File: config.mk
export PLATFORM = sky130hd
export DESIGN_NAME = dsp_status_server
export DESIGN_NICKNAME = d
export VERILOG_FILES = /design/src/include/dsp_pkg.sv /design/src/logic/dsp_status_server.sv
export SDC_FILE = /design/constraint.sdc
export NUM_CORES = 1
export LEC_CHECK = 0
export ABC_CLOCK_PERIOD_IN_PS = 4010
export BUFFER_PORTS_ARGS = -buffer_cell sky130_fd_sc_hd__buf_2
export CORE_MARGIN = 3
export CORE_UTILIZATION = 25
export CTS_BUF_LIST = sky130_fd_sc_hd__clkbuf_8
export DETAILED_ROUTE_END_ITERATION = 6
export PLACE_DENSITY_LB_ADDON = 0.08
export SLEW_MARGIN = 20
export SYNTH_ARGS = -nofsm -noshare
export SYNTH_HDL_FRONTEND = slang
export SYNTH_SLANG_ARGS = --single-unit
File: constraint.sdc
create_clock -name clk_i -period 4.01 [get_ports clk_i]
set_input_delay 1.0025 -clock clk_i [delete_from_list [all_inputs] [get_ports clk_i]]
set_output_delay 1.0025 -clock clk_i [all_outputs]
set_load 0.01 [all_outputs]
File: src/include/dsp_pkg.sv
package dsp_pkg;
    // ************************************************************
    // Status word bit positions
    // ************************************************************
    localparam int unsigned BIT_RDY_SWITCH = 0;
    localparam int unsigned BIT_RDY_OPER   = 1;
    localparam int unsigned BIT_OP_ENABLED = 2;
    localparam int unsigned BIT_FAULT      = 3;
    localparam int unsigned BIT_COAST_INACT = 4;
    localparam int unsigned BIT_QUICK_INACT = 5;
    localparam int unsigned BIT_SW_BLOCKED = 6;
    localparam int unsigned BIT_ALARM      = 7;
    localparam int unsigned BIT_REF_REACH  = 8;
    localparam int unsigned BIT_REMOTE     = 9;
    localparam int unsigned BIT_ABOVE_SUP  = 10;
    localparam int unsigned BIT_LOC_TWO    = 11;
    localparam int unsigned BIT_RUN_PERMIT = 12;
    localparam int unsigned BIT_PROG_A     = 13;
    localparam int unsigned BIT_PROG_B     = 14;
    localparam int unsigned BIT_LINK_FAULT = 15;

    // ************************************************************
    // Holding register map, protocol addresses (400001 is zero)
    // ************************************************************
    localparam logic [15:0] ADDR_CONTROL  = 16'h0000;
    localparam logic [15:0] ADDR_REF1     = 16'h0001;
    localparam logic [15:0] ADDR_REF2     = 16'h0002;
    localparam logic [15:0] ADDR_STATUS   = 16'h0003;
    localparam logic [15:0] ADDR_ACT1     = 16'h0004;
    localparam logic [15:0] ADDR_ACT2     = 16'h0005;

    // ************************************************************
    // Scaling and reset values
    // ************************************************************
    localparam int unsigned REF_FULL_SCALE = 20000;
    localparam int unsigned TOL_PERCENT    = 10;
    localparam logic [15:0] STATUS_RESET   = 16'h0000;
    localparam logic [15:0] DATA_RESET     = 16'h0000;
    localparam int unsigned N_SESSIONS     = 2;
endpackage

File: src/logic/dsp_status_server.sv
`timescale 1ns/100ps
// Contract
// RULE1: Bits 0..3 show switch-on ready, operate ready, enabled, fault.
// RULE2: Bits 4..7 show coast stop, quick stop, switch-on blocked, alarm.
// RULE3: Bit 8 set when speed error is within ten percent of nominal.
// RULE4: Bit 9 set when controlled from an external location.
// RULE5: Bit 10 set when speed magnitude reaches supervision limit.
// RULE6: Bit 11 set when external location two is selected.
// RULE7: Bit 12 set while external run permit is received.
// RULE8: Bits 13 and 14 carry no profile meaning unless programmed.
// RULE9: Bit 15 set while the network adapter sees a link fault.
// RULE10: References are signed 16-bit, reverse as two's complement.
// RULE11: Reference 0..20000 maps linearly to 0..100 percent scaling.
// RULE12: Actual values are selectable signed 16-bit words, reference format.
// RULE13: Server answers requests arriving over TCP or over UDP.
// RULE14: Two client sessions, each with independent session state; the code only echoes the session bit, and all state is shared.
// RULE15: Holding register address field is 16 bits wide.
// RULE16: Six-digit client numbering 400001..465536 maps onto address zero up.
// RULE17: Five-digit clients reach only 40001..49999.
// RULE18: Status word served at holding register 400004.
// RULE19: Status word refreshed from live drive flags every cycle.
// RULE20: Reserved bits 13 and 14 read zero unless programmed.
module dsp_status_server
#(
    parameter int unsigned NOMINAL_SPEED = 20000
)
(
    input  wire logic        clk_i,
    input  wire logic        rst_i,
    input  wire logic        ready_switch_on_i,
    input  wire logic        ready_operate_i,
    input  wire logic        operation_enabled_i,
    input  wire logic        fault_flag_i,
    input  wire logic        coast_stop_state_i,
    input  wire logic        quick_stop_state_i,
    input  wire logic        switch_on_blocked_flag_i,
    input  wire logic        alarm_i,
    input  wire logic        location_one_i,
    input  wire logic        location_two_i,
    input  wire logic        run_permit_received_flag_i,
    input  wire logic        link_fault_flag_i,
    input  wire logic [1:0]  prog_bits_i,
    input  wire logic [1:0]  prog_enable_i,
    input  wire logic [15:0] speed_actual_i,
    input  wire logic [15:0] speed_reference_word_i,
    input  wire logic [15:0] supervision_limit_i,
    input  wire logic [15:0] actual_one_i,
    input  wire logic [15:0] actual_two_i,
    input  wire logic        req_valid_i,
    input  wire logic        req_session_i,
    input  wire logic        req_udp_i,
    input  wire logic        req_write_i,
    input  wire logic [15:0] req_addr_i,
    input  wire logic [15:0] req_wdata_i,
    output logic             rsp_valid_o,
    output logic             rsp_session_o,
    output logic             rsp_udp_o,
    output logic             rsp_error_o,
    output logic [15:0]      rsp_rdata_o,
    output logic [15:0]      drive_status_word_o,
    output logic [15:0]      control_word_o,
    output logic [15:0]      speed_reference_one_o,
    output logic [15:0]      speed_reference_two_o
);

    // ************************************************************
    // State
    // ************************************************************
    typedef struct packed {
        logic [15:0] status;
        logic [15:0] control;
        logic [15:0] ref1;
        logic [15:0] ref2;
        logic        rsp_valid;
        logic        rsp_session;
        logic        rsp_udp;
        logic        rsp_error;
        logic [15:0] rsp_rdata;
    } dsp_state_t;

    dsp_state_t st;
    dsp_state_t next_st;

    logic [15:0] act_mag;
    logic [15:0] ref_mag;
    logic [16:0] speed_err;
    logic [31:0] tol_limit;
    logic [15:0] read_mux;
    logic        addr_ok;

    // Magnitudes of signed words; reverse is two's complement
    always_comb
    begin
        act_mag = speed_actual_i[15] ? 16'(-speed_actual_i)
                                     : speed_actual_i;          // RULE10
        ref_mag = speed_reference_word_i[15]
                ? 16'(-speed_reference_word_i)
                : speed_reference_word_i;                       // RULE10
        if (speed_actual_i[15] == speed_reference_word_i[15])
            speed_err = (act_mag > ref_mag) ? {1'b0, act_mag - ref_mag}
                                            : {1'b0, ref_mag - act_mag};
        else
            speed_err = {1'b0, act_mag} + {1'b0, ref_mag};
        // Tolerance band is a fixed share of nominal speed
        tol_limit = 32'(NOMINAL_SPEED * dsp_pkg::TOL_PERCENT
                        / 100);                                 // RULE3
    end

    // Holding register read decode; the 16-bit address is taken raw
    always_comb
    begin
        addr_ok  = 1'b1;
        read_mux = dsp_pkg::DATA_RESET;
        case (req_addr_i)                                       // RULE15
            dsp_pkg::ADDR_CONTROL: read_mux = st.control;
            dsp_pkg::ADDR_REF1:    read_mux = st.ref1;
            dsp_pkg::ADDR_REF2:    read_mux = st.ref2;
            dsp_pkg::ADDR_STATUS:  read_mux = st.status;       // RULE18
            dsp_pkg::ADDR_ACT1:    read_mux = actual_one_i;    // RULE12
            dsp_pkg::ADDR_ACT2:    read_mux = actual_two_i;    // RULE12
            default:               addr_ok  = 1'b0;
        endcase
    end

    // Next state: status refreshed every cycle, request served
    always_comb
    begin
        next_st = st;
        next_st.status[dsp_pkg::BIT_RDY_SWITCH] = ready_switch_on_i; // RULE1
        next_st.status[dsp_pkg::BIT_RDY_OPER]   = ready_operate_i;   // RULE1
        next_st.status[dsp_pkg::BIT_OP_ENABLED] = operation_enabled_i; // RULE1
        next_st.status[dsp_pkg::BIT_FAULT]      = fault_flag_i;      // RULE1
        // Stop inputs are active high; the word shows them inverted
        next_st.status[dsp_pkg::BIT_COAST_INACT] =
            !coast_stop_state_i;                                     // RULE2
        next_st.status[dsp_pkg::BIT_QUICK_INACT] =
            !quick_stop_state_i;                                     // RULE2
        next_st.status[dsp_pkg::BIT_SW_BLOCKED] =
            switch_on_blocked_flag_i;                                // RULE2
        next_st.status[dsp_pkg::BIT_ALARM]      = alarm_i;           // RULE2
        next_st.status[dsp_pkg::BIT_REF_REACH] =
            (32'(speed_err) <= tol_limit);                           // RULE3
        next_st.status[dsp_pkg::BIT_REMOTE] =
            location_one_i | location_two_i;                         // RULE4
        next_st.status[dsp_pkg::BIT_ABOVE_SUP] =
            (act_mag >= supervision_limit_i);                        // RULE5
        next_st.status[dsp_pkg::BIT_LOC_TWO]    = location_two_i;    // RULE6
        next_st.status[dsp_pkg::BIT_RUN_PERMIT] =
            run_permit_received_flag_i;                              // RULE7
        // Free bits only carry a value once programmed
        next_st.status[dsp_pkg::BIT_PROG_A] =
            prog_enable_i[0] & prog_bits_i[0];   // RULE8 RULE20
        next_st.status[dsp_pkg::BIT_PROG_B] =
            prog_enable_i[1] & prog_bits_i[1];   // RULE8 RULE20
        next_st.status[dsp_pkg::BIT_LINK_FAULT] = link_fault_flag_i; // RULE9

        next_st.rsp_valid = 1'b0;
        if (req_valid_i)
        begin
            // Same path for TCP and UDP; transport echoed back
            next_st.rsp_valid   = 1'b1;                              // RULE13
            next_st.rsp_udp     = req_udp_i;                         // RULE13
            next_st.rsp_session = req_session_i;                     // RULE14
            next_st.rsp_error = !addr_ok;
            next_st.rsp_rdata = req_write_i ? req_wdata_i : read_mux;
            if (req_write_i)
            begin
                // Only control and references are writable
                case (req_addr_i)
                    dsp_pkg::ADDR_CONTROL: next_st.control = req_wdata_i;
                    // References kept as sent: signed, 20000 is full scale
                    dsp_pkg::ADDR_REF1: next_st.ref1 = req_wdata_i; // RULE11
                    dsp_pkg::ADDR_REF2: next_st.ref2 = req_wdata_i; // RULE10
                    default:               next_st.rsp_error = 1'b1;
                endcase
            end
            if (next_st.rsp_error)
                next_st.rsp_rdata = dsp_pkg::DATA_RESET;
        end
    end

    // Single register stage for all state
    always_ff @(posedge clk_i or posedge rst_i)
    begin
        if (rst_i)
            st <= '0;
        else
            st <= next_st;                                           // RULE19
    end

    // Outputs straight from flops
    assign drive_status_word_o   = st.status;
    assign control_word_o        = st.control;
    assign speed_reference_one_o = st.ref1;
    assign speed_reference_two_o = st.ref2;
    assign rsp_valid_o           = st.rsp_valid;
    assign rsp_session_o         = st.rsp_session;
    assign rsp_udp_o             = st.rsp_udp;
    assign rsp_error_o           = st.rsp_error;
    assign rsp_rdata_o           = st.rsp_rdata;
endmodule

==> out/metrics.yaml, run 1 <==
p_int_mw: 2.105
crit_fanout: 4
track_usage_pct: 17.84
drv_slew: 0
worst_pin_slew_ps: 894.8
cts.clk_slew.worst_paths_ps: 80
fmax_ghz: 0.2205
worst-setup-path-type: "input pin to flop"
rsz0062_at_grt: "true"
period_share_pct: 113.1
ys_warn_count: 0
switchingPower_mw: 1.130
cts_tree: "done"
hold_violations: 0
wl_met3_um: 1383
synth_edf_count: 0
layout.nets: 1430
ys.flop_type: "dfrtp_1"
clkSinkCount: 84
clockPowerShare_pct: 23.1
hold_slack_ps: 488.4
pin_count: 218
insertion_delay_ps: 360
whs_endpoint: "rsp_error_o"
p_comb_share_pct: 50.0
grt_pass1_vias: 7761
setup_viol: 1
p_per_area_nw_per_um2: 294.4
port_buffers: 217
rrSetupSlack_ps: 2460
overflow: 0
drc: 0
htreeDepth: 3
grt_start_max_net_pins: 49
fp.dieH_um: 178.1
vias: 7632
clock_path_buffers: 2
power_mw: 3.236
first_iter_violations: 430
period_minus_slack_ps: 4536
ys_ff_latch: 84
route.final.wire_length_um: 29050
hold_depth: 1
drt_first_pass_iters: 5
violations: "setup timing"
p_sw_share_pct: 34.93
die_area_um2: 31730
netlist_area_um2: 7406
r2r_start: "speed_reference_one_o[7]"
skew_ps: 12.70
antenna_found_initial: 1
arrival_ps: 4780
cts_buffers: 9
synth_cell_type_count: 74
cp-start-kind: "input pin"
start_util_pct: 25.59
rr_worst_depth: 5
avgViaCountPerCell: 4.720
synthArstFlopShare_pct: 100.0
clockRootBuffer: "clkbuf_8"
status: "finished, violations left"
grt_pass1_wl_um: 44140
syn_to_final_growth_pct: 48.39
yosysSeqAreaShare_pct: 28.38
place.gp.congestion: 0.8679
ir_drop_v: 0.0001640
hold_buffers: 0
relSlewSlack_pct: 40.34
end_kind: "flop"
wl_per_cell_um: 17.96
synth_fp_nets: 1012
cp.required_ps: 4250
hold_start: "rsp_error_o"
m1WireLength_um: 12900
drtAntennaViolNets: 0
dp_hpwl_um: 24030
rows: 62
avgSynthCellArea_um2: 9.143
seqPwrFrac_pct: 26.8
postSynthCellCount: 810
r2r_end: "rsp_rdata_o[7]"
final_cells: 1617
fp.coreArea_um2: 28940
p_leak_nw: 5.631
die_w_um: 178.1
wl_met2_um: 14470
hold_path_class: "flop to flop"
drv_cap: 0
drive_gt1_share_pct: 46.02
dp.cells: 1599
fin_tns_setup_ps: -526.2
routed.top_layer: "met4"
setup_ws_ps: -526.2
## sequential cells by signal (all words and copies together) (netlist names)
signal,count
control_word_o,16
drive_status_word_o,16
rsp_error_o,1
rsp_rdata_o,16
rsp_session_o,1
rsp_udp_o,1
rsp_valid_o,1
speed_reference_one_o,16
speed_reference_two_o,16
## what timing repair did
action / CTS / global route
endpoints found under the hold margin: 0 / 0
endpoints found under the setup margin: 1 / 1
gates resized for setup: 20 / 16
pin swaps: 7 / 5
buffers inserted: 1 / 1
## worst max path at each step
| stage | start | endpoint | slack (ps) |
|---|---|---|---|
| 4_1_cts | speed_actual_i[0] | drive_status_word_o[8] | -520 |
| 5_1_grt | speed_actual_i[0] | drive_status_word_o[8] | -650 |
| 3_5_place_dp | speed_actual_i[0] | drive_status_word_o[8] | -1180 |
| 2_1_floorplan | speed_actual_i[0] | drive_status_word_o[8] | -530 |
| 3_3_place_gp | speed_actual_i[0] | drive_status_word_o[8] | -1160 |
| 6_report | speed_actual_i[0] | drive_status_word_o[8] | -530 |
## cell type report
class	instances	area, um^2
sequential	84	2102
tap	384	480.5
inverter	91	342.8
multi-input combinational	600	5006
antenna	1	2.502
fill	3011	17950
clock inverter	5	107.6
timing repair buffer	442	2810
clock buffer	10	137.6
## cells in the final DEF (no fill, tap or decap), drive strengths merged, types with 10 or more instances in the layout
| cell type | count |
|---|---|
| ha | 65 |
| clkbuf | 10 |
| nor3 | 12 |
| a21oi | 48 |
| o22ai | 14 |
| nand2 | 30 |
| buf | 442 |
| nand3 | 12 |
| mux4 | 16 |
| nor2 | 63 |
| mux2 | 50 |
| xnor2 | 42 |
| inv | 92 |
| o21ai | 41 |
| mux2i | 12 |
| nand2b | 19 |
| dfrtp | 84 |
## logic make-up after synthesis
logic type / Yosys count / synth area share (%)
buffers and inverters: 126 / 6.640
DFF: 84 / 28.38
xor gates and xnor gates: 48 / 5.677
AOI/OAI and AO/OA: 204 / 19.01
and+or+nand+nor: 202 / 14.41
muxes: 78 / 14.09
adders and majority gates: 68 / 11.79
## critical path, cell delays in order
cell and delay [ps]:
buf_6 100, or3_4 390, or4_4 420, buf_6 160, o41ai_4 210, xnor2_1 140
ha_1 350, or3_4 350, or2_4 270, buf_4 130, o21ai_1 250, a221oi_1 130
buf_4 160, mux2i_1 140, nor2_1 60, o21ai_0 190, a41oi_2 140, and3_1 190
## cells in the mapped netlist, types with 6 or more instances
| library cell | count | area [um^2] |
|---|---|---|
| a21o_1 | 8 | 60.06 |
| a21oi_1 | 47 | 235.2 |
| a221o_1 | 8 | 80.08 |
| a221oi_1 | 8 | 70.07 |
| a22oi_1 | 7 | 52.55 |
| buf_1 | 9 | 33.78 |
| buf_2 | 6 | 30.03 |
| clkbuf_1 | 18 | 67.56 |
| dfrtp_1 | 84 | 2102 |
| ha_1 | 65 | 813.3 |
| inv_1 | 91 | 341.6 |
| mux2_2 | 50 | 563.0 |
| mux2i_1 | 12 | 120.1 |
| mux4_2 | 16 | 360.4 |
| nand2_1 | 30 | 112.6 |
| nand2b_1 | 18 | 112.6 |
| nand3_1 | 12 | 60.06 |
| nor2_1 | 62 | 232.7 |
| nor2b_1 | 9 | 56.30 |
| nor3_1 | 12 | 60.06 |
| nor4_1 | 9 | 56.30 |
| o21a_1 | 7 | 52.55 |
| o21ai_0 | 38 | 190.2 |
| o21bai_1 | 7 | 52.55 |
| o22ai_1 | 14 | 87.58 |
| o31ai_1 | 8 | 60.06 |
| o41ai_1 | 6 | 52.55 |
| or3_1 | 9 | 56.30 |
| or4_1 | 6 | 45.04 |
| xnor2_1 | 42 | 367.9 |
| xor2_1 | 6 | 52.55 |
## routing by layer
metal	GRT usage, %	up-vias
met1	22.98	3674
met4	3.240	0
li1	-	3759
met5	0	-
met3	1.682	14
met2	32.54	185
## power by group through the flow
stage                     clock network, mW  logic, mW  registers (mW)
after global routing                  0.815       1.79           0.870
after detailed placement                  0       1.56           0.886
after floorplan                           0      0.784           0.888
final                                 0.749       1.62           0.869
after CTS                             0.776       1.60           0.869
after global placement                    0       1.58           0.886
## per-stage QoR
| stage | util, % | worst slack, ps | instance area, um^2 |
|---|---|---|---|
| detailed placement | 36.48 | -1177 | 10560 |
| global placement | 36.48 | -1158 | 10560 |
| floorplan | - | -534.3 | 7423 |
| CTS | 37.65 | -524.6 | 10890 |
| global route | 37.98 | -651.1 | 10990 |
| finish | 37.98 | -526.2 | 10990 |
Power figures use the tool's default switching activity.
==> run 2: changes to the inputs <==
- ABC_AREA: unset -> 1
- BUFFER_PORTS_ARGS: -buffer_cell sky130_fd_sc_hd__buf_2 -> -buffer_cell sky130_fd_sc_hd__buf_4
==> out/metrics.yaml, run 2 <==
status: "complete, no violations"  # was finished, violations left
ys_ff_latch: 84  # unchanged
drive_gt1_share_pct: 29.99  # was 46.02%
hold_path_class: "flop to flop"  # unchanged
worst_pin_slew_ps: 678.3  # was 894.8 ps
synth_cell_type_count: 49  # was 74
dp.cells: 2038  # was 1599
cpPeakStageDelay_ps: 310  # was 420 ps
cp-start-kind: "input pin"  # unchanged
worst-setup-path-type: "input pin to flop"  # unchanged
end_kind: "flop"  # unchanged
route.final.wire_length_um: 33450  # was 29050 um
port_buffers: 217  # unchanged
period_share_pct: 95.88  # was 113.1%
rows: 65  # was 62
crit_slowest_cell: "ha_4"  # was or4_4
drc: 0  # unchanged
first_iter_violations: 529  # was 430
antenna_found_initial: 0  # was 1
clkSinkCount: 84  # unchanged
hold_violations: 0  # unchanged
final_common_cell: "nand2_1"  # was buf_4
syn_to_final_growth_pct: 44.80  # was 48.39%
period_minus_slack_ps: 3845  # was 4536 ps
vias: 9260  # was 7632
ir_drop_v: 0.0001315  # was 0.0001640 V
start_util_pct: 25.64  # was 25.59%
skew_ps: 13.47  # was 12.70 ps
track_usage_pct: 18.68  # was 17.84%
fill_cells: 3569  # was 3011
drv_cap: 0  # unchanged
rsz0062_at_grt: "true"  # unchanged
p_per_area_nw_per_um2: 281.7  # was 294.4 nW/um^2
rr_worst_depth: 5  # unchanged
multi_input_area_um2: 5400  # was 5006 um^2
pin_count: 218  # unchanged
grt_start_max_net_pins: 43  # was 49
setup_viol: 0  # was 1
ys_warn_count: 0  # unchanged
synth_top_area_cell: "dfrtp_1"  # unchanged
r2r_start: "control_word_o[3]"  # was speed_reference_one_o[7]
fmax_ghz: 0.2601  # was 0.2205 GHz
final_cells: 2059  # was 1617
hold_slack_ps: 481.9  # was 488.4 ps
fp.coreArea_um2: 31960  # was 28940 um^2
avgSynthCellArea_um2: 6.422  # was 9.143 um^2
cts.clk_slew.worst_paths_ps: 80  # about the same
pre_cts_ws_ps: -414.5  # was -1177 ps
fp.dieH_um: 187.0  # was 178.1 um
synthArstFlopShare_pct: 100.0  # unchanged
layout.nets: 1821  # was 1430
die_w_um: 187.0  # was 178.1 um
setup_ws_ps: 165.2  # was -526.2 ps
htreeDepth: 3  # unchanged
whs_endpoint: "rsp_udp_o"  # was rsp_error_o
overflow: 0  # unchanged
p_leak_nw: 6.445  # was 5.631 nW
drtAntennaViolNets: 0  # unchanged
yosysSeqAreaShare_pct: 25.65  # was 28.38%
diodes: 0  # was 1
rrSetupSlack_ps: 2890  # was 2460 ps
avgViaCountPerCell: 4.497  # was 4.720
die_area_um2: 34980  # was 31730 um^2
synth_top_area_share_pct: 25.65  # was 28.38%
crit_chain: "buf_4 -> inv_2 -> ha_4 -> inv_2 -> nor3_4 -> nand2_2 -> nor3_2 -> inv_2 -> o31ai_4 -> xor2_2 -> buf_4 -> ha_4 -> buf_4 -> nand2_1 -> nor2_1 -> nand2_1 -> nand2_1 -> nand2_1 -> nand2_1 -> xor2_1 -> nand3_1 -> nand2_1 -> nand3_1 -> nand2_1"  # was buf_6 -> or3_4 -> or4_4 -> buf_6 -> o41ai_4 -> xnor2_1 -> ha_1 -> or3_4 -> or2_4 -> buf_4 -> o21ai_1 -> a221oi_1 -> buf_4 -> mux2i_1 -> nor2_1 -> o21ai_0 -> a41oi_2 -> and3_1
place.gp.congestion: 0.8976  # was 0.8679
grt_pass1_wl_um: 51770  # was 44140 um
r2r_end: "rsp_rdata_o[3]"  # was rsp_rdata_o[7]
arrival_ps: 4150  # was 4780 ps
drv_slew: 0  # unchanged
cp.required_ps: 4320  # was 4250 ps
yosys-top-cells-area: "dfrtp_1 (26%), nand2_1 (18%), ha_1 (9.9%)"  # was dfrtp_1 (28%), ha_1 (11%), mux2_2 (7.6%)
insertion_delay_ps: 370  # was 360 ps
ys.flop_type: "dfrtp_1"  # unchanged
relSlewSlack_pct: 54.78  # was 40.34%
synth_fp_nets: 1478  # was 1012
wl_per_cell_um: 16.25  # was 17.96 um
cts_tree: "done"  # unchanged
hold_buffers: 0  # unchanged
hold_depth: 2  # was 1
most-common-layout-cells: "nand2_1 (380), buf_4 (370), inv_1 (173), nand3_1 (138), o21ai_0 (86)"  # was buf_4 (222), buf_2 (216), inv_1 (90), dfrtp_1 (84), ha_1 (65)
crit_fanout: 6  # was 4
postSynthCellCount: 1276  # was 810
critical_path_buf_inv_count: 6  # was 4
clock_path_buffers: 2  # unchanged
cts_buffers: 9  # unchanged
dp_hpwl_um: 27350  # was 24030 um
power_mw: 3.342  # was 3.236 mW
critPathTopFamily: "simple AND/OR/NAND/NOR gates"  # unchanged
drt_first_pass_iters: 7  # was 5
hold_start: "rsp_udp_o"  # was rsp_error_o
clockRootBuffer: "clkbuf_8"  # unchanged
yosysMostFrequentCell: "nand2_1"  # was inv_1
synth_common_cells: "nand2_1 (385), inv_1 (181), nand3_1 (140), o21ai_0 (89), dfrtp_1 (84)"  # was inv_1 (91), dfrtp_1 (84), ha_1 (65), nor2_1 (62), mux2_2 (50)
final_core_util_pct: 37.12  # was 37.98%
netlist_area_um2: 8194  # was 7406 um^2
grt_pass1_vias: 9016  # was 7761
synth_edf_count: 0  # unchanged
path_common_cell: "nand2_1"
regArea_um2: 2102  # unchanged
-- run 2: cell types whose count changed after synthesis, moves of 39 or more --
cell     change
o21ai_0     +51
inv_1       +90
nand3_1    +128
mux2_2      -50
nand2_1    +355
xnor2_1     -39
-- run 2: layout make-up --
class                      instances  share of cell area, %
inverter                         194                  6.243
timing repair buffer             375                  23.96
multi-input combinational        955                  45.51
clock buffer                      12                  1.392
tap                              435                  4.587
clock inverter                     4                 0.5905
sequential                        84                  17.72
-- run 2: cells by family after synthesis --
family / share of synthesized area (%)
buf+inv: 11.62
xor+xnor: 4.367
compound gates: 11.80
flops: 25.65
simple gates: 35.90
fa+ha+maj: 10.66
-- run 2: worst max-delay path by stage --
stage	start	end	slack (ps)	cells after the start
after floorplan	speed_actual_i[0]	drive_status_word_o[8]	30	27
after global placement	speed_reference_word_i[0]	drive_status_word_o[8]	-460	23
after detailed placement	speed_reference_word_i[0]	drive_status_word_o[8]	-410	26
after CTS	speed_actual_i[0]	drive_status_word_o[8]	50	27
after global routing	speed_actual_i[0]	drive_status_word_o[8]	-60	28
final	speed_actual_i[0]	drive_status_word_o[8]	170	24
-- run 2: repair_timing --
action,in CTS,in global routing
setup buffers,0,5
gates resized for setup,3,64
endpoints found under the setup margin,1,1
pin swaps,0,36
-- run 2: per-layer routing --
layer / track usage [%] / part of all wire [%]
met2: 29.86 / 45
met1: 26.54 / 49
met4: 3.460 / 1.6
met3: 3.411 / 4.9
met5: 0 / 0
-- run 2: where the power goes --
group | internal (mW) | switching, mW | leakage (nW)
clock network | 0.400 | 0.322 | 0.122
registers | 0.858 | 0.00834 | 1.13
logic | 0.745 | 1.01 | 5.19
total | 2.00 | 1.34 | 6.45
-- run 2: worst min-delay path: stages, from the launching register on --
cell     delay, ps
dfrtp_1        350
nand2_1         50
nand2_1         50
-- run 2: through the flow --
step	setup TNS, ps	instance area [um^2]
5_1_grt	-58.09	11870
3_5_place_dp	-414.5	11310
2_1_floorplan	0	8199
3_3_place_gp	-459.9	11310
6_report	0	11870
4_1_cts	0	11570
==> run 3: changes to the inputs <==
- ABC_CLOCK_PERIOD_IN_PS: 4010 -> 3500
- clock period: 4.01 -> 3.5 ns (I/O delays scaled with it)
==> out/metrics.yaml, run 3 (synthesis gave the netlist of run 2 again) <==
status: "finished, violations left"  # was complete, no violations
violations: "setup timing"
grt_pass1_wl_um: 54020  # was 51770 um
track_usage_pct: 19.28  # was 18.68%
clkSinkCount: 84  # unchanged
crit_chain: "buf_4 -> nor3_2 -> inv_1 -> nor4_2 -> buf_4 -> nand2_1 -> nor3_2 -> or2_2 -> xor2_4 -> ha_4 -> buf_4 -> nor2_4 -> nand2_1 -> nor2_1 -> nand2_1 -> nand3_1 -> nand2_1 -> nand3_1 -> nand2_1 -> nand2_1 -> nand3_2 -> nor2_1 -> nand3_1 -> nand2_1"  # was buf_4 -> inv_2 -> ha_4 -> inv_2 -> nor3_4 -> nand2_2 -> nor3_2 -> inv_2 -> o31ai_4 -> xor2_2 -> buf_4 -> ha_4 -> buf_4 -> nand2_1 -> nor2_1 -> nand2_1 -> nand2_1 -> nand2_1 -> nand2_1 -> xor2_1 -> nand3_1 -> nand2_1 -> nand3_1 -> nand2_1
end_kind: "flop"  # unchanged
clockPowerShare_pct: 16.7  # was 21.6%
drt_first_pass_iters: 5  # was 7
cts_buffers: 9  # unchanged
cp-start-kind: "input pin"  # unchanged
die_w_um: 187.0  # unchanged
p_comb_share_pct: 57.2  # was 52.5%
skew_ps: 11.07  # was 13.47 ps
grt_start_max_net_pins: 78  # was 43
power_mw: 3.806  # was 3.342 mW
crit_fanout: 7  # was 6
fmax_ghz: 0.2759
hold_buffers: 0  # unchanged
m1WireLength_um: 16700  # was 16380 um
worst_pin_slew_ps: 760.3  # was 678.3 ps
crit_slowest_cell: "ha_4"  # unchanged
antenna_found_initial: 0  # unchanged
p_sw_share_pct: 41.96  # was 40.04%
regArea_um2: 2102  # unchanged
whs_endpoint: "rsp_udp_o"  # unchanged
period_minus_slack_ps: 3625
relSlewSlack_pct: 49.32  # was 54.78%
ir_drop_v: 0.0001557  # was 0.0001315 V
cts.clk_slew.worst_paths_ps: 80  # about the same
setup_viol: 1  # was 0
drv_slew: 0  # unchanged
drc: 0  # unchanged
wl_met3_um: 1452  # was 1630 um
vias: 9507  # was 9260
r2r_start: "control_word_o[3]"  # unchanged
worst-setup-path-type: "input pin to flop"  # unchanged
seqPwrFrac_pct: 26.1  # was 25.9%
period_share_pct: 103.6
r2r_end: "rsp_rdata_o[3]"  # unchanged
rr_worst_depth: 5  # unchanged
fp.coreArea_um2: 31960  # unchanged
fill_cells: 3503  # was 3569
cts_tree: "done"  # unchanged
pre_cts_ws_ps: -921.9  # was -414.5 ps
syn_to_final_growth_pct: 50.59  # was 44.80%
port_buffers: 217  # unchanged
first_iter_violations: 555  # was 529
cpPeakStageDelay_ps: 250  # was 310 ps
clockRootBuffer: "clkbuf_8"  # unchanged
insertion_delay_ps: 380  # was 370 ps
pin_count: 218  # unchanged
grt_pass1_vias: 9584  # was 9016
setup_ws_ps: -124.7  # was 165.2 ps
die_area_um2: 34980  # unchanged
fin_tns_setup_ps: -124.7  # was 0 ps
critPathTopFamily: "simple AND/OR/NAND/NOR gates"  # unchanged
drtAntennaViolNets: 0  # unchanged
p_per_area_nw_per_um2: 308.5  # was 281.7 nW/um^2
p_leak_nw: 6.707  # was 6.445 nW
diodes: 0  # unchanged
hold_path_class: "flop to flop"  # unchanged
rrSetupSlack_ps: 2330  # was 2890 ps
routed.top_layer: "met4"  # unchanged
overflow: 0  # unchanged
most-common-layout-cells: "buf_4 (414), nand2_1 (380), inv_1 (179), nand3_1 (133)"  # was nand2_1 (380), buf_4 (370), inv_1 (173), nand3_1 (138), o21ai_0 (86)
cp.required_ps: 3820  # was 4320 ps
clock_path_buffers: 2  # unchanged
hold_start: "rsp_udp_o"  # unchanged
switchingPower_mw: 1.597  # was 1.338 mW
hold_depth: 2  # unchanged
drv_cap: 0  # unchanged
p_int_mw: 2.209  # was 2.004 mW
rows: 65  # unchanged
path_common_cell: "nand2_1"  # unchanged
start_util_pct: 25.64  # unchanged
layout.nets: 1869  # was 1821
avgViaCountPerCell: 4.512  # was 4.497
place.gp.congestion: 0.9603  # was 0.8976
hold_violations: 0  # unchanged
dp_hpwl_um: 27690  # was 27350 um
arrival_ps: 3940  # was 4150 ps
wl_per_cell_um: 16.16  # was 16.25 um
multi_input_area_um2: 5569  # was 5400 um^2
htreeDepth: 3  # unchanged
wl_met2_um: 15040  # was 14900 um
final_common_cell: "buf_4"  # was nand2_1
drive_gt1_share_pct: 32.54  # was 29.99%
fp.dieH_um: 187.0  # unchanged
rsz0062_at_grt: "true"  # unchanged
route.final.wire_length_um: 34060  # was 33450 um
critical_path_buf_inv_count: 4  # was 6
run 3: changes by cell type in the layout (fill, tap and decap cells not counted), sizes merged:
cell,before,now
inv,192,196
clkbuf,12,10
bufinv,2,0
buf,375,423
run 3: metal layers:
layer  GRT usage, %  up-vias
li1               -     4830
met1          26.98     4391
met2          31.09      246
met3          3.092       40
met4          4.769        0
met5              0        -
run 3: worst max-delay path by stage:
stage / from / endpoint / cells after the start
floorplan: speed_actual_i[0] / drive_status_word_o[8] / 29
global placement: speed_reference_word_i[0] / drive_status_word_o[8] / 27
detailed placement: speed_reference_word_i[0] / drive_status_word_o[8] / 27
CTS: speed_reference_word_i[0] / drive_status_word_o[8] / 26
global route: speed_reference_word_i[0] / drive_status_word_o[8] / 26
finish: speed_reference_word_i[0] / drive_status_word_o[8] / 24
run 3: final cells by class:
class	instances	area share [%]
inverters	194	6.064
multi-input cells	955	45.13
clock buffers	10	1.115
clock inverters	6	0.2028
repair buffers	423	26.04
flip-flops and latches	84	17.04
well taps	435	4.411
run 3: worst reg2reg max path: stages, from the launching register on:
cell and delay (ps):
dfrtp_1 420, a22o_1 250, a21oi_1 110, nand3_1 80, nor2_1 130, o21ai_1 80
run 3: what timing repair did:
item | CTS | global route
endpoints found under the setup margin | 1 | 2
resized for setup | 91 | 5
pin swaps | 37 | 8
buffers inserted | 9 | 2
run 3: power groups by stage:
| stage | sequential [mW] | combinational (mW) | clock [mW] |
|---|---|---|---|
| floorplan | 1.02 | 1.08 | 0 |
| global placement | 1.01 | 2.03 | 0 |
| detailed placement | 1.01 | 2.02 | 0 |
| CTS | 0.993 | 2.16 | 0.656 |
| global route | 0.996 | 2.42 | 0.698 |
| finish | 0.993 | 2.18 | 0.636 |
run 3: metrics by stage:
stage,utilization (%),cell area (um^2),instances,hold WS [ps]
CTS,38.45,12290,2105,484.9
detailed placement,36.40,11630,2080,465.1
finish,38.61,12340,2107,482.5
global route,38.61,12340,2107,508.8
global placement,36.40,11630,2080,455.1
floorplan,-,8222,1276,508.5
